==> src/rtl/sib_pkg.sv <==
// serial interface package: register map, field positions, state record
// assumes an 8-bit register port with 16-bit addresses
package sib_pkg;
  localparam logic [15:0] OFS_ASYNC = 16'hFF70;
  localparam logic [15:0] OFS_STAT  = 16'hFF71;
  localparam logic [15:0] OFS_3W    = 16'hFF72;
  localparam logic [15:0] OFS_BAUD  = 16'hFF73;
  localparam logic [15:0] OFS_DATA  = 16'hFF74;
  // async mode fields
  localparam int TXE_BIT = 7;
  localparam int RXE_BIT = 6;
  localparam int PS_LSB  = 4;
  localparam int CL_BIT  = 3;
  localparam int SL_BIT  = 2;
  localparam logic [7:0] ASYNC_MASK = 8'hFC;
  // three-wire mode fields
  localparam int CSIE_BIT = 7;
  localparam int DIR_BIT  = 2;
  localparam int CSCK_BIT = 1;
  localparam logic [7:0] TW_MASK = 8'h86;
  // status fields
  localparam int PE_BIT  = 2;
  localparam int FE_BIT  = 1;
  localparam int OVE_BIT = 0;
  // baud control
  localparam logic [7:0] BAUD_MASK = 8'hF0;
  localparam logic [3:0] BAUD_EXT  = 4'h8;
  // parity modes
  localparam logic [1:0] PAR_NONE = 2'h0;
  localparam logic [1:0] PAR_ZERO = 2'h1;
  localparam logic [1:0] PAR_ODD  = 2'h2;
  localparam logic [1:0] PAR_EVEN = 2'h3;
  // sixteen source clocks per bit, start checked at the middle
  localparam logic [3:0] OVS_LAST = 4'hF;
  localparam logic [3:0] OVS_MID  = 4'h7;
  localparam logic [7:0] REG_RST  = 8'h00;

  typedef enum logic [2:0] {RX_IDLE, RX_START, RX_DATA, RX_PAR, RX_STOP} sib_rx_e;

  typedef struct packed {
    logic [15:0] addr;
    logic [7:0]  wdata;
    logic        wr;
    logic        rd;
  } sib_bus_s;

  typedef struct packed {
    logic [7:0]  async_mode;
    logic [7:0]  tw_mode;
    logic [7:0]  baud;
    logic [2:0]  stat;
    logic [7:0]  rxbuf;
    logic        rx_full;
    logic [7:0]  rdata;
    logic [7:0]  presc;
    logic        ext_q;
    logic        sck_q;
    sib_rx_e     rx_st;
    logic [3:0]  rx_cnt;
    logic [3:0]  rx_bit;
    logic [7:0]  rx_sh;
    logic        rx_par;
    logic        pe_pend;
    logic [11:0] tx_sh;
    logic [3:0]  tx_left;
    logic [3:0]  tx_cnt;
    logic        tx_busy;
    logic [7:0]  tw_sh;
    logic [3:0]  tw_bit;
    logic        tw_busy;
    logic        tw_out;
    logic        sck_int;
  } sib_state_s;

  // shift clock edge detector starts at the pin's idle high level
  localparam sib_state_s ST_RST = '{tx_sh: 12'hFFF, tw_out: 1'b1, sck_int: 1'b1, sck_q: 1'b1,
                                    rx_st: RX_IDLE, default: '0};
endpackage

==> src/rtl/sib_core.sv <==
// serial interface core: mode decode, baud source, uart and three-wire shifter
// assumes synchronous pin inputs and a one-cycle-latency register port
// Overview of operation
// - three-wire when both uart enables 0 and enable set; direction bit picks first bit
// - uart needs three-wire bits zero; enables pick tx, rx or both; lsb first
// - external baud pin is a clock only when selected in uart, else port pin except in three-wire mode
// - three-wire serial input pin is never driven, free as port line
// - status reports receive errors in uart mode, undefined in three-wire mode
// - reset clears the error status to zero
// - parity flag set on mismatch with configured odd or even parity, cleared otherwise
// - framing flag set when stop bit missing, cleared otherwise
// - receiver checks one stop bit even with two configured
// - overrun flag set when a character completes before buffer read
// - overrun repeats on every reception until the buffer is read
// - baud source in bits 7..4, low bits zero; codes 0..7 divide by 2^(n+1)
// - code 8 selects external pin clock, only in uart mode
// - bit clock derives from divided system clock or external pin clock
// - parity modes: none, zero without check, odd, even
// - internal source bit rate is system clock over 2^(n+1) times 16
// - external source bit rate is pin clock over 16
// - internal three-wire clock is system clock over 2^(n+2)
//
// Chosen here: the address-and-strobe port.
`timescale 1ns/1ps
module sib_core (
  input  wire logic              core_clk,
  input  wire logic              rstn,
  input  wire sib_pkg::sib_bus_s reg_bus,
  output logic [7:0]             reg_rdata,
  input  wire logic              rx_line,
  input  wire logic              ext_baud_clk_pin,
  input  wire logic              serial_clk_in,
  output logic                   serial_clk_out,
  output logic                   serial_clk_oe,
  output logic                   tx_line_out,
  output logic                   tx_line_oe,
  output logic [2:0]             port_free,
  output logic                   mode_err
);
  sib_pkg::sib_state_s q;
  sib_pkg::sib_state_s next_q;
  logic       tw;
  logic       uart;
  logic       idle_mode;
  logic       tx_on;
  logic       rx_on;
  logic [3:0] code;
  logic [7:0] mask;
  logic       int_tick;
  logic       ext_rise;
  logic       src_tick;
  logic       rd_buf;
  logic       wr_data;
  logic       bit_smp;
  logic       rx_done;
  logic       tw_rise;
  logic       tw_fall;
  logic [1:0] ps;
  logic       cl;
  logic       csck;

  assign code = q.baud[7:4];
  assign ps   = q.async_mode[sib_pkg::PS_LSB +: 2];
  assign cl   = q.async_mode[sib_pkg::CL_BIT];
  assign csck = q.tw_mode[sib_pkg::CSCK_BIT];
  assign tw = q.tw_mode[sib_pkg::CSIE_BIT] && !q.async_mode[sib_pkg::TXE_BIT]
              && !q.async_mode[sib_pkg::RXE_BIT];
  assign uart = (q.tw_mode == sib_pkg::REG_RST)
                && (q.async_mode[sib_pkg::TXE_BIT] || q.async_mode[sib_pkg::RXE_BIT]);
  assign idle_mode = (q.tw_mode == sib_pkg::REG_RST) && (q.async_mode == sib_pkg::REG_RST);
  assign tx_on = uart && q.async_mode[sib_pkg::TXE_BIT];
  assign rx_on = uart && q.async_mode[sib_pkg::RXE_BIT];
  // invalid mode combinations, codes above 8, and external source in three-wire
  assign mode_err = !(tw || uart || idle_mode) || (code > sib_pkg::BAUD_EXT)
                    || (tw && code == sib_pkg::BAUD_EXT);

  // internal source ticks once per 2^(code+1) clocks
  assign mask     = 8'((9'h002 << code[2:0]) - 9'h001);
  assign int_tick = !code[3] && ((q.presc & mask) == mask);
  assign ext_rise = uart && (code == sib_pkg::BAUD_EXT) && ext_baud_clk_pin && !q.ext_q;
  assign src_tick = int_tick || ext_rise;

  assign rd_buf  = reg_bus.rd && reg_bus.addr == sib_pkg::OFS_DATA;
  assign wr_data = reg_bus.wr && reg_bus.addr == sib_pkg::OFS_DATA;
  assign bit_smp = src_tick && q.rx_cnt == sib_pkg::OVS_LAST;
  assign rx_done = bit_smp && q.rx_st == sib_pkg::RX_STOP;
  // edges of the selected shift clock
  assign tw_rise = csck ? (src_tick && q.tw_busy && !q.sck_int) : (!q.sck_q && serial_clk_in);
  assign tw_fall = csck ? (src_tick && q.tw_busy && q.sck_int) : (q.sck_q && !serial_clk_in);

  always_comb begin
    logic [11:0] fr;
    logic [7:0]  dv;
    logic        par;
    logic [7:0]  sh;
    fr     = 12'hFFF;
    dv     = cl ? reg_bus.wdata : {1'b0, reg_bus.wdata[6:0]};
    par    = 1'b0;
    sh     = 8'h00;
    next_q = q;
    next_q.presc = q.presc + 8'h01;
    next_q.ext_q = ext_baud_clk_pin;
    next_q.sck_q = serial_clk_in;
    next_q.rdata = 8'h00;
    if (reg_bus.rd) begin
      case (reg_bus.addr)
        sib_pkg::OFS_ASYNC: next_q.rdata = q.async_mode;
        sib_pkg::OFS_STAT:  next_q.rdata = {5'h00, q.stat};
        sib_pkg::OFS_3W:    next_q.rdata = q.tw_mode;
        sib_pkg::OFS_BAUD:  next_q.rdata = q.baud;
        sib_pkg::OFS_DATA:  next_q.rdata = q.rxbuf;
        default:            next_q.rdata = 8'h00;
      endcase
    end
    if (reg_bus.wr) begin
      case (reg_bus.addr)
        sib_pkg::OFS_ASYNC: next_q.async_mode = reg_bus.wdata & sib_pkg::ASYNC_MASK;
        sib_pkg::OFS_3W:    next_q.tw_mode = reg_bus.wdata & sib_pkg::TW_MASK;
        sib_pkg::OFS_BAUD:  next_q.baud = reg_bus.wdata & sib_pkg::BAUD_MASK;
        default:            next_q.rdata = next_q.rdata;
      endcase
    end
    // only a buffer read clears the full flag
    if (rd_buf) begin
      next_q.rx_full = 1'b0;
    end

    // uart receiver
    if (src_tick && q.rx_st != sib_pkg::RX_IDLE) begin
      next_q.rx_cnt = q.rx_cnt + 4'h1;
    end
    unique case (q.rx_st)
      sib_pkg::RX_IDLE: begin
        if (rx_on && !rx_line) begin
          next_q.rx_st  = sib_pkg::RX_START;
          next_q.rx_cnt = 4'h0;
        end
      end
      sib_pkg::RX_START: begin
        if (src_tick && q.rx_cnt == sib_pkg::OVS_MID) begin
          next_q.rx_cnt  = 4'h0;
          next_q.rx_bit  = 4'h0;
          next_q.rx_par  = 1'b0;
          next_q.pe_pend = 1'b0;
          next_q.rx_st   = rx_line ? sib_pkg::RX_IDLE : sib_pkg::RX_DATA;
        end
      end
      sib_pkg::RX_DATA: begin
        if (bit_smp) begin
          next_q.rx_sh  = {rx_line, q.rx_sh[7:1]};
          next_q.rx_par = q.rx_par ^ rx_line;
          next_q.rx_bit = q.rx_bit + 4'h1;
          if (q.rx_bit == (cl ? 4'h7 : 4'h6)) begin
            next_q.rx_st = (ps != sib_pkg::PAR_NONE) ? sib_pkg::RX_PAR : sib_pkg::RX_STOP;
          end
        end
      end
      sib_pkg::RX_PAR: begin
        if (bit_smp) begin
          next_q.pe_pend = (ps == sib_pkg::PAR_ODD)  ? !(q.rx_par ^ rx_line) :
                           (ps == sib_pkg::PAR_EVEN) ?  (q.rx_par ^ rx_line) : 1'b0;
          next_q.rx_st   = sib_pkg::RX_STOP;
        end
      end
      sib_pkg::RX_STOP: begin
        // flags replaced together; one stop bit; overrun
        if (bit_smp) begin
          next_q.stat[sib_pkg::PE_BIT]  = q.pe_pend;
          next_q.stat[sib_pkg::FE_BIT]  = !rx_line;
          next_q.stat[sib_pkg::OVE_BIT] = q.rx_full && !rd_buf;
          next_q.rxbuf   = cl ? q.rx_sh : {1'b0, q.rx_sh[7:1]};
          next_q.rx_full = 1'b1;
          next_q.rx_st   = sib_pkg::RX_IDLE;
        end
      end
    endcase
    if (!rx_on) begin
      next_q.rx_st = sib_pkg::RX_IDLE;
    end

    // uart transmitter: frame shifts out of bit 0
    if (cl) begin
      fr[8:1] = dv;
    end else begin
      fr[7:1] = dv[6:0];
    end
    fr[0] = 1'b0;
    // zero, odd or even parity bit
    par = (ps == sib_pkg::PAR_ODD) ? !(^dv) : (ps == sib_pkg::PAR_EVEN) ? (^dv) : 1'b0;
    if (ps != sib_pkg::PAR_NONE) begin
      fr[cl ? 9 : 8] = par;
    end
    if (wr_data && tx_on && !q.tx_busy) begin
      next_q.tx_sh   = fr;
      next_q.tx_busy = 1'b1;
      next_q.tx_cnt  = 4'h0;
      next_q.tx_left = 4'(4'h2 + (cl ? 4'h8 : 4'h7) + {3'h0, ps != sib_pkg::PAR_NONE}
                          + {3'h0, q.async_mode[sib_pkg::SL_BIT]});
    end else if (q.tx_busy && src_tick) begin
      next_q.tx_cnt = q.tx_cnt + 4'h1;
      if (q.tx_cnt == sib_pkg::OVS_LAST) begin
        next_q.tx_sh   = {1'b1, q.tx_sh[11:1]};
        next_q.tx_left = q.tx_left - 4'h1;
        next_q.tx_busy = q.tx_left != 4'h1;
      end
    end
    if (!tx_on) begin
      next_q.tx_busy = 1'b0;
      next_q.tx_sh   = 12'hFFF;
    end

    // three-wire shifter: out on falling edge, in on rising edge
    if (wr_data && tw && !q.tw_busy) begin
      next_q.tw_sh   = reg_bus.wdata;
      next_q.tw_busy = 1'b1;
      next_q.tw_bit  = 4'h0;
      next_q.sck_int = 1'b1;
    end else if (q.tw_busy) begin
      // internal clock toggles each source tick
      if (csck && src_tick) begin
        next_q.sck_int = !q.sck_int;
      end
      if (tw_fall) begin
        next_q.tw_out = q.tw_mode[sib_pkg::DIR_BIT] ? q.tw_sh[0] : q.tw_sh[7];
      end
      if (tw_rise) begin
        sh = q.tw_mode[sib_pkg::DIR_BIT] ? {rx_line, q.tw_sh[7:1]} : {q.tw_sh[6:0], rx_line};
        next_q.tw_sh  = sh;
        next_q.tw_bit = q.tw_bit + 4'h1;
        if (q.tw_bit == 4'h7) begin
          next_q.tw_busy = 1'b0;
          next_q.sck_int = 1'b1;
          next_q.rxbuf   = sh;
          next_q.rx_full = 1'b1;
        end
      end
    end
    if (!tw) begin
      next_q.tw_busy = 1'b0;
      next_q.sck_int = 1'b1;
    end
  end

  always_ff @(posedge core_clk or negedge rstn) begin
    if (!rstn) begin
      q <= sib_pkg::ST_RST;
    end else begin
      q <= next_q;
    end
  end

  assign reg_rdata      = q.rdata;
  // clock pin driven only with internal clock
  assign serial_clk_out = q.sck_int;
  assign serial_clk_oe  = tw && csck;
  // cmos output in three-wire and uart transmit
  assign tx_line_out    = uart ? q.tx_sh[0] : q.tw_out;
  assign tx_line_oe     = tx_on || tw;
  assign port_free[0]   = !rx_on;
  assign port_free[1]   = !(tx_on || tw);
  assign port_free[2]   = !tw && !(uart && code == sib_pkg::BAUD_EXT);

  property p_rst_stat;
    @(posedge core_clk) $rose(rstn) |-> q.stat == 3'h0;
  endproperty
  a_rst_stat: assert property (p_rst_stat) else $error("status not clear after reset");

  property p_baud_low;
    @(posedge core_clk) disable iff (!rstn) q.baud[3:0] == 4'h0;
  endproperty
  a_baud_low: assert property (p_baud_low) else $error("baud low bits not zero");

  property p_overrun;
    @(posedge core_clk) disable iff (!rstn)
      rx_done && q.rx_full && !rd_buf |=> q.stat[sib_pkg::OVE_BIT] && q.rx_full;
  endproperty
  a_overrun: assert property (p_overrun) else $error("overrun not flagged");

  property p_frame;
    @(posedge core_clk) disable iff (!rstn)
      rx_done |=> q.stat[sib_pkg::FE_BIT] == !$past(rx_line) && q.rx_st == sib_pkg::RX_IDLE;
  endproperty
  a_frame: assert property (p_frame) else $error("framing flag wrong");

  property p_zero_par;
    @(posedge core_clk) disable iff (!rstn)
      rx_done && ps == sib_pkg::PAR_ZERO |=> !q.stat[sib_pkg::PE_BIT];
  endproperty
  a_zero_par: assert property (p_zero_par) else $error("parity error in zero mode");

  property p_tw_pins;
    @(posedge core_clk) disable iff (!rstn)
      tw |-> tx_line_oe && port_free[0] && serial_clk_oe == csck;
  endproperty
  a_tw_pins: assert property (p_tw_pins) else $error("three-wire pin use wrong");

  property p_start_bit;
    @(posedge core_clk) disable iff (!rstn)
      wr_data && tx_on && !q.tx_busy |=> !tx_line_out && q.tx_busy;
  endproperty
  a_start_bit: assert property (p_start_bit) else $error("no start bit");

  property p_ext_only_uart;
    @(posedge core_clk) disable iff (!rstn)
      !uart && code == sib_pkg::BAUD_EXT |-> !src_tick && port_free[2] == !tw;
  endproperty
  a_ext_only_uart: assert property (p_ext_only_uart) else $error("external clock used");

  property p_full_hold;
    @(posedge core_clk) disable iff (!rstn)
      q.rx_full && !rd_buf |=> q.rx_full;
  endproperty
  a_full_hold: assert property (p_full_hold) else $error("buffer full lost");
endmodule

==> config.mk <==
export PLATFORM = sky130hd
export DESIGN_NAME = sib_core
export DESIGN_NICKNAME = d
export VERILOG_FILES = /design/src/rtl/sib_pkg.sv /design/src/rtl/sib_core.sv
export SDC_FILE = /design/constraint.sdc
export NUM_CORES = 1
export LEC_CHECK = 0
export BUFFER_PORTS_ARGS = -buffer_cell sky130_fd_sc_hd__buf_2
export CORE_MARGIN = 4
export CORE_UTILIZATION = 40
export DETAILED_ROUTE_END_ITERATION = 16
export GPL_TIMING_DRIVEN = 1
export PLACE_DENSITY = 0.69
export SLEW_MARGIN = 20
export SYNTH_ARGS = -nofsm -noshare
export SYNTH_HDL_FRONTEND = slang
export SYNTH_SLANG_ARGS = --single-unit
==> constraint.sdc <==
create_clock -name core_clk -period 3.55 [get_ports core_clk]
set_input_delay 0.71 -clock core_clk [delete_from_list [all_inputs] [get_ports core_clk]]
set_output_delay 0.71 -clock core_clk [all_outputs]
set_load 0.02 [all_outputs]
== Yosys cells after proc, flatten, opt, wreduce, memory -nomap -nowiden ==
Cells that the tools add are included.
Word-level totals
  output and inout bits: 16
  memory bits (writable): 0
  word-level logic and storage cells: 217
  bits in read-only memories: 0
  latch bits: 0
  register bits: 100
  memories: 0
Operators by class
  equal/unequal tests: 31
  $lt $le $gt $ge: 3
  div/mod/pow operators: 0
  shift operators: 1
  bitwise operators: 3
  add/sub/neg operators: 10
  reductions and logical operators: 81
  multiply operators: 0
  mux-type cells: 63
Operators by type and width (number)
  equality test 16 bit, second input constant: 5
  2-to-1 mux 9 bit: 6
  2-to-1 mux 21 bit: 2
  case mux 8 bit (5 select lines): 1
  2-to-1 mux 13 bit: 3
  logical AND 1 bit: 32
  2-to-1 mux 8 bit: 4
  2-to-1 mux 1 bit: 24
  2-to-1 mux 12 bit: 2
  logical NOT 1 bit: 18
  2-to-1 mux 3 bit: 6
  != test 3 bit, second input constant: 6
  adder 4 x 1 -> 4 bit, second input constant: 4
  logical NOT 8 bit: 2
  2-to-1 mux 16 bit: 1
  case mux 4 bit (2 select lines): 2
  AND reduction 2 bit: 8
  2-to-1 mux 15 bit: 1
  case mux 3 bit (5 select lines): 1
  nonzero test 2 bit: 7
  bitwise mux 12 bit: 1
  equality test 4 bit, second input constant: 3
  2-to-1 mux 11 bit: 1
  AND reduction 3 bit: 3
  33 further kinds: 49

== Depth between registers and ports, before layout ==
Gate-level depths: netlist of the first run.
  depth after elaboration: 13
  mapped depth: 13

== Worst setup path after synthesis of the first run ==
OpenSTA, ideal clock, no wires.
  path type: reg2reg
  start point: register q (netlist bit code[2])
  end point: register q[41] in the netlist's numbering
  period minus slack after synthesis: 3095 ps
  setup time: 125 ps
  path slack: 455 ps
  arrival time: 2970 ps
  data required time: 3425 ps
  cell stages (with the launch flop): 13
  path buffers: 4
  cells stage by stage: dfrtp_1 > clkbuf_1 > or3b_2 > ha_1 > nor2_1 > nor4_4 > o311ai_1 > o31a_1 > buf_6 > or3_1 > buf_6 > buf_8 > mux2_4
On the way
  word-level cells in the longest chain between the ends: 8
Ends and longest elaborated chain
  from (decl): RTL line sib_core.sv:40  | sib_pkg::sib_state_s q;
  from (signal assigned): RTL line sib_core.sv:246  | q <= sib_pkg::ST_RST;
  from (signal assigned): RTL line sib_core.sv:248  | q <= next_q;
  left shift 2 x 3 -> 8 bit: RTL line sib_core.sv:78  | assign mask = 8'((9'h002 << code[2:0]) - 9'h001);
  subtractor 8 x 1 -> 8 bit: RTL line sib_core.sv:78
  AND 8 bit: RTL line sib_core.sv:79  | assign int_tick = !code[3] && ((q.presc & mask) == mask);
  equality test 8 bit: RTL line sib_core.sv:79
  logical AND 1 bit: RTL line sib_core.sv:79
  logical OR 1 bit *: RTL line sib_core.sv:81  | assign src_tick = int_tick || ext_rise;
  logical AND 1 bit *: RTL line sib_core.sv:85  | assign bit_smp = src_tick && q.rx_cnt == sib_pkg::OVS_LAST;
  AND reduction 2 bit (no line) *
Every way passes the cells marked *; elsewhere a longest branch is shown, timed or not.
A chain may end at the register's enable or synchronous reset.

==> results of run 1 <==
## area by class of cell
class	count	area, µm²	area share [%]
multi-input combinational	377	2730	44.4
sequential	98	2470	40.2
timing repair buffer	65	375	6.11
clock buffer	10	239	3.89
tap	176	220	3.58
clock inverter	6	71.3	1.16
inverter	12	45.0	0.733
## logic make-up after synthesis
| kind of cell | synth area share [%] |
|---|---|
| buffers and inverters | 4.42 |
| muxes | 13.7 |
| DFF | 45.5 |
| and+or+nand+nor | 17.4 |
| AOI/OAI and AO/OA | 12.6 |
| adders and majority gates | 2.44 |
| xor gates and xnor gates | 3.96 |
## routing by layer
layer	up-vias	share of wire, %	track usage (%)	wire, µm
met2	155	48	28.0	6330
met3	16	5.3	1.93	688
met5	-	0	0	0
met4	0	1.8	5.74	237
met1	2125	45	23.6	5820
li1	1971	-	-	-
## final timing paths
| kind | startpoint | end | slack [ns] | cells after the start |
|---|---|---|---|---|
| worst max-delay path | code[1] | q[75] | 0.18 | 9 |
| worst min-delay path | rstn | q[23] | 0.45 | 1 |
| worst max register to register | code[1] | q[75] | 0.18 | 9 |
| worst min register to register | q[84] | q[84] | 0.49 | 2 |
| max in group asynchronous | rstn | q[51] | 2.32 | 2 |
| min in group core_clk | ext_baud_clk_pin | q[58] | 0.48 | 1 |
## cells in the mapped netlist (6+ instances only)
cell	number	area, µm²
dfrtp_1	85	2130
nor2_1	49	184
mux2i_1	37	370
nand2_1	36	135
mux2_2	28	315
o21ai_0	26	130
a21oi_1	23	115
xnor2_1	17	149
clkbuf_1	16	60.1
dfstp_2	13	342
inv_1	12	45.0
nand3_1	12	60.1
buf_4	9	67.6
ha_1	9	113
nand4_1	9	56.3
nor2b_1	9	56.3
nor3_1	9	45.0
a221o_1	8	80.1
or3_1	8	50.1
and3_1	6	37.5
## stage by stage
| step | cells | utilization [%] | instance area, µm² |
|---|---|---|---|
| 2_1_floorplan | 520 | - | 5430 |
| 3_3_place_gp | 728 | 44.1 | 5840 |
| 3_5_place_dp | 728 | 44.1 | 5840 |
| 4_1_cts | 744 | 46.4 | 6150 |
| 5_1_grt | 744 | 46.4 | 6150 |
| 6_report | 744 | 46.4 | 6150 |
## power by group through the flow
stage	Clock [W]	Combinational, W	Sequential (W)
2_1_floorplan	0	0.0000305	0.00114
3_3_place_gp	0	0.0000865	0.00114
3_5_place_dp	0	0.0000884	0.00114
4_1_cts	0.00103	0.0000891	0.00112
5_1_grt	0.00108	0.0000974	0.00112
6_report	0.00101	0.0000880	0.00112
## flip-flops by register name (all words and copies together), names as in the netlist
signal          count
q                  81
csck                1
serial_clk_out      1
reg_rdata           8
cl                  1
ps                  2
code                4
## worst reg2reg max path, cell delays in order, from the launching register on
cell and delay (ns):
dfrtp_1 0.41, buf_4 0.18, or3_1 0.34, ha_1 0.28, or4b_1 0.51, a31oi_1 0.23
o31a_1 0.48, buf_4 0.24, nor3_4 0.09, or3b_2 0.49
==> results.md, run 1 <==
* Status: finished, final reports clean
* Measured slew at the worst slew-check pin at 0.767 ns
* Pin count of the biggest net entering global routing at 62
* Number of port buffers at 46
* Area grow syn2layout at 13.2%
* Post-place setup slack at 0.216 ns
* First-pass GRT wire length at 21.9 mm
* ANT cells at 0
* Post-DRT Antenna Nets at 0
* Worst Skew at 0.00958 ns
* CP max FO at 11
* Hold-fix buffers, CTS at 0
* Gr usage total at 17.1%
* Antenna violations before repair at 0
* Mapped cell area at 5430 µm²
* Worst-path cell chain: buf_4, or3_1, ha_1, or4b_1, a31oi_1, o31a_1, buf_4, nor3_4, or3b_2
* Initial Util at 41.0%
* Post-synthesis async set-or-reset flop share at 100%
* Mean Syn Cell Area at 10.4 µm²
* Fin crit share at 95.0%
* VDD IR max at 0.215 mV
* Sw Pwr at 0.000499 W
* Vias per Instance at 5.74
* Post-layout net count at 604
* Commonest non-fill, non-tap cell in the layout: dfrtp_1
* Final worst slack at 0.179 ns
* WL/cell at 17.6 µm
* Worst-path clk slew at 0.07 ns
* Io pins at 47
* Gpl congestion at 0.880
* CTS max path bufs at 2
* Ys flop type: dfrtp_1
* # clock sinks at 98
* Drt pass-1 iters at 6
* Cts bufs inserted at 9
* Total power draw at 0.00223 W
* Total Wirelength at 13.1 mm
* Critical-path top delay cell: or4b_1
* Layout cells sized above 1 at 24.5%
* Clk_lat worst skew at 0.34 ns
* Htree depth at 3
* Vias at 4267
* LEAKAGE at 2.64 nW
* Die span in x at 125 µm
* Setup CP Type: register to register
* Setup crit start kind: register
* Core area at 13200 µm²
* Grt ovf at 0
* Die height at 125 µm
* Hold Violations, Final at 0
* PostCTS Resize Cnt at 0
* Slew Viols, Final at 0
* Buf/Inv on CP at 2
* Post-synthesis cell type count at 72
* Comb pwr share at 4.0%
* RSZ-0062 raised after global routing: no
* CP delay by family, top: simple AND/OR/NAND/NOR gates
* Max incr delay on CP at 0.51 ns
* Syn Nets at 561
* Most frequent cells in the layout: 85 x dfrtp_1, 49 x nor2_1, 45 x buf_2
* Number of synthesized register bits at 98
* Pwr Density at 362 nW/µm²
* Clk network pwr share at 45.5%
* Critical Path RT at 3.77 ns
* Register area share after synthesis at 45.5%
* Fin crit period at 3.37 ns
* Arrival @ worst endpoint at 3.59 ns
* Max-Cap Viols at 0
* Max Freq at 0.297 GHz
* Vias in the first global route at 4255
* Fill cells at 1259
* Final Hold Slack at 0.450 ns
* Worst setup EP type: register
* Synthesized netlist cell count at 520
* Clock root cell: clkbuf_16
* Final setup viols at 0
* Synth warn at 0
* Int Pwr at 0.00173 W
* Area of the die at 15500 µm²
* Post-synth EDFFs at 0
* DR DRC count at 0
* Sw Ratio at 22.4%
* HP Class: input pin to async pin
* Iteration-0 DRC Markers at 401
* Setup TNS Final at 0 ns
* Flop pwr share at 50.5%
* Worst path most repeated cell: buf_4
* Setup bufs post-CTS at 0
* DP HPWL at 9.82 mm
* Cell Rows at 42
* CTS tree: done
* Relative slew slack at 48.8%
(Power assumes the default switching activity.)
==> run 2: changes to the inputs <==
Clock period 3.55 ns to 3.8 ns, I/O delays scaled along.
==> results.md, run 2 (synthesis gave the netlist of run 1 again) <==
* Arrival @ worst endpoint at 3.68 ns
* Setup TNS Final at 0 ns
* Setup CP Type: register to register
* Worst r2r path cells at 7
* Critical-path top delay cell: or3_1
* Status: finished, final reports clean
* Worst reg2reg setup slack at 0.35 ns
* Cts bufs inserted at 9
* Total Wirelength at 13.1 mm
* Slew Viols, Final at 0
* Clock root cell: clkbuf_16
* Hold-fix buffers, CTS at 0
* Fin util at 46.0%
* # clock sinks at 98
* Critical Path RT at 4.03 ns
* RR Endpoint: q[40]
* CP max FO at 14
* CP delay by family, top: simple AND/OR/NAND/NOR gates
* Die span in x at 125 µm
* Cell Rows at 42
* Final cell count without fillers at 735
* DP Area at 5780 µm²
* LEAKAGE at 2.59 nW
* Max incr delay on CP at 0.55 ns
* Gr usage total at 17.1%
* Vias in the first global route at 4011
* Worst-path clk slew at 0.07 ns
* Post-layout net count at 595
* HP Class: input pin to async pin
* Grt ovf at 0
* VDD IR max at 0.171 mV
* Hold Violations, Final at 0
* DR DRC count at 0
* ANT cells at 0
* Worst Skew at 0.00746 ns
* Initial Util at 41.0%
* Number of port buffers at 46
* Setup bufs post-CTS at 0
* Iteration-0 DRC Markers at 480
* Gpl congestion at 0.850
* Buf/Inv on CP at 0
* Fin crit share at 90.9%
* Io pins at 47
* DP HPWL at 9.58 mm
* Most frequent cells in the layout: 85 x dfrtp_1, 48 x nor2_1, 45 x buf_2
* Pin count of the biggest net entering global routing at 99
* Number of flip-flops in the largest register at 81
* Crit Reg-Reg Startpoint: code[2]
* Fin crit period at 3.45 ns
* Antenna violations before repair at 0
* Relative slew slack at 40.9%
* Measured slew at the worst slew-check pin at 0.879 ns
* Htree depth at 3
* Max-Cap Viols at 0
* Fill cells at 1234
* Pwr Density at 341 nW/µm²
* Core area at 13200 µm²
* Die height at 125 µm
* Setup crit start kind: register
* Worst setup EP type: register
* Max Freq at 0.290 GHz
* Clk_lat worst skew at 0.35 ns
* Post-layout instance area at 6090 µm²
* Post-DRT Antenna Nets at 0
* Met2 WL at 6.16 mm
* CTS max path bufs at 2
* First-pass GRT wire length at 21.4 mm
* WL/cell at 17.8 µm
* Final setup viols at 0
* Drt pass-1 iters at 8
* Area of the die at 15500 µm²
* Layout cells sized above 1 at 23.3%
* Biggest register: q
* Met3 wire length at 672 µm
* DR top layer: met4
* Worst-path cell chain: or3b_2, ha_1, or4b_1, a31oi_1, o31a_1, or3_1, mux2_2
* Vias at 4127
* Commonest non-fill, non-tap cell in the layout: dfrtp_1
* Placed insts at 719
* CTS tree: done
* RSZ-0062 raised after global routing: no
* PostCTS Resize Cnt at 0
* Vias per Instance at 5.61
* Met1 WL at 6.04 mm
* Area grow syn2layout at 12.1%
==> run 2: stage by stage <==
stage | power, W | hold slack (ns) | setup slack (ns)
4_1_cts | 0.00209 | 0.494 | 0.206
2_1_floorplan | 0.00110 | 0.432 | 0.705
6_report | 0.00207 | 0.454 | 0.346
5_1_grt | 0.00214 | 0.510 | 0.120
3_3_place_gp | 0.00115 | 0.471 | 0.289
3_5_place_dp | 0.00115 | 0.479 | 0.216
==> run 2: final cells by class <==
type	instances	area (µm²)	area share [%]
clock buffer	12	256	4.21
clock inverter	4	50.0	0.822
inverter	12	45.0	0.740
multi-input combinational	377	2730	44.8
sequential	98	2470	40.5
tap	176	220	3.62
timing repair buffer	56	320	5.26
==> run 2: how the worst max path moves through the flow <==
stage	from	end	cells after the start
global route	code[2]	q[40]	7
finish	code[2]	q[40]	7
detailed placement	code[2]	q[21]	9
CTS	code[2]	q[21]	9
global placement	code[2]	q[21]	9
floorplan	code[2]	q[41]	12
==> run 2: power by group <==
| part | switching (W) | internal (W) |
|---|---|---|
| combinational | 0.0000513 | 0.0000310 |
| clock | 0.000396 | 0.000546 |
| sequential | 0.00000246 | 0.00105 |
==> run 2: routing by layer <==
layer  vias to the layer above  GRT usage (%)
li1                       1962              -
met1                      2039           23.8
met2                       108           26.7
met3                        18           3.47
met4                         0           5.54
met5                         -              0
==> run 2: worst register-to-register path: stages (launching register included) <==
cell and delay (ns):
dfrtp_1 0.51, or3b_2 0.52, ha_1 0.27, or4b_1 0.51
a31oi_1 0.25, o31a_1 0.32, or3_1 0.55, mux2_2 0.40
==> run 3: changes to the inputs <==
Settings changed: BUFFER_PORTS_ARGS -buffer_cell sky130_fd_sc_hd__buf_2 to unset, DONT_BUFFER_PORTS set to 1, PLACE_DENSITY 0.69 to 0.66, SKIP_LAST_GASP set to 1.
==> results.md, run 3 (synthesis gave the netlist of run 1 again) <==
* Worst Skew at 0.0133 ns
* Setup bufs post-CTS at 0
* Die span in x at 125 µm
* Initial Util at 41.0%
* ANT cells at 0
* Setup TNS Final at 0 ns
* Max incr delay on CP at 0.55 ns
* Gr usage total at 16.9%
* Clock root cell: clkbuf_16
* Status: finished, final reports clean
* Most frequent cells in the layout: 85 x dfrtp_1, 49 x nor2_1, 37 x mux2i_1
* Drt pass-1 iters at 5
* Critical-path top delay cell: dfrtp_1
* Hold Violations, Final at 0
* LEAKAGE at 2.41 nW
* Worst setup EP type: register
* DP HPWL at 9.48 mm
* Cell Rows at 42
* CTS max path bufs at 2
* Worst reg2reg setup slack at 0.43 ns
* # clock sinks at 98
* Max Freq at 0.297 GHz
* WL/cell at 18.7 µm
* Measured slew at the worst slew-check pin at 0.953 ns
* Worst-path cell chain: or3b_2, ha_1, nor2_1, nor4_4, o311ai_1, o31a_1, buf_4, or4b_4, o21bai_1, a21o_1
* Number of port buffers at 0
* PostCTS Resize Cnt at 0
* Placed insts at 674
* Area grow syn2layout at 8.02%
* Final setup viols at 0
* DR DRC count at 0
* Setup crit start kind: register
* Layout cells sized above 1 at 16.1%
* VDD IR max at 0.226 mV
* Arrival @ worst endpoint at 3.61 ns
* Final Hold Slack at 0.0967 ns
* Max-Cap Viols at 0
* Vias at 4076
* Slew Viols, Final at 0
* Grt ovf at 0
* Total Wirelength at 12.9 mm
* Cts bufs inserted at 9
* Gpl congestion at 1.01
* Io pins at 47
* Vias in the first global route at 3949
* Post-layout instance area at 5870 µm²
* Biggest register: q
* CP max FO at 12
* Critical Path RT at 4.04 ns
* DP Area at 5540 µm²
* Commonest non-fill, non-tap cell in the layout: dfrtp_1
* Final cell count without fillers at 690
* Worst-path clk slew at 0.07 ns
* Pin count of the biggest net entering global routing at 99
* Final worst slack at 0.427 ns
* First-pass GRT wire length at 21.1 mm
* Area of the die at 15500 µm²
* Pwr Density at 353 nW/µm²
* Clk_lat worst skew at 0.35 ns
* CP delay by family, top: simple AND/OR/NAND/NOR gates
* Core area at 13200 µm²
* Antenna violations before repair at 0
* Number of flip-flops in the largest register at 81
* Post-place setup slack at 0.448 ns
* Fin crit share at 88.8%
* Die height at 125 µm
* HP Class: input pin to async pin
* Htree depth at 3
* Setup CP Type: register to register
* Vias per Instance at 5.91
* CTS tree: done
* Relative slew slack at 35.8%
* Fin crit period at 3.37 ns
* RSZ-0062 raised after global routing: no
* Hold-fix buffers, CTS at 0
* Post-layout net count at 550
* Buf/Inv on CP at 1
* Post-DRT Antenna Nets at 0
* Iteration-0 DRC Markers at 356
-- run 3: report_power, final --
group	leakage, nW	internal, W	switching, W	total (W)
Combinational	1.08	0.0000180	0.0000121	0.0000300
Clock	0.153	0.000598	0.000394	0.000992
Sequential	1.18	0.00105	0.00000296	0.00105
-- run 3: worst paths after layout --
check                              startpoint    end  cells after the start
worst max-delay path                  code[0]  q[48]                     10
worst min-delay path                     rstn   csck                      0
worst max register to register        code[0]  q[48]                     10
worst min register to register          q[36]  q[86]                      2
max in group asynchronous                rstn  q[31]                      0
min in group core_clk           serial_clk_in  q[57]                      0
-- run 3: per-stage QoR --
step	total power (W)	util (%)
4_1_cts	0.00210	44.3
2_1_floorplan	0.00110	-
3_3_place_gp	0.00110	41.9
5_1_grt	0.00214	44.3
6_report	0.00207	44.3
3_5_place_dp	0.00110	41.9
-- run 3: worst register-to-register path, delay by kind of cell, from the launching register on --
kind	cells	cell delay, ns
AOI/OAI and AO/OA	4	0.98
and+or+nand+nor	4	1.21
buffers and inverters	1	0.24
DFF	1	0.55
adders and majority gates	1	0.29
-- run 3: layer usage --
layer / vias up / part of all wire, % / routed length, µm / track usage [%]
met4: 0 / 3.0 / 388 / 6.32
met3: 29 / 7.2 / 930 / 5.06
met2: 138 / 47 / 6010 / 26.0
met1: 2041 / 43 / 5580 / 22.6
li1: 1868 / - / - / -
met5: - / 0 / 0 / 0
-- run 3: cell type report --
type | count | area, µm²
Timing Repair Buffer | 11 | 82.6
Inverter | 12 | 45.0
Sequential cell | 98 | 2470
Clock inverter | 4 | 76.3
Multi-Input combinational cell | 377 | 2730
Fill cell | 1251 | 7380
Clock buffer | 12 | 246
Tap cell | 176 | 220
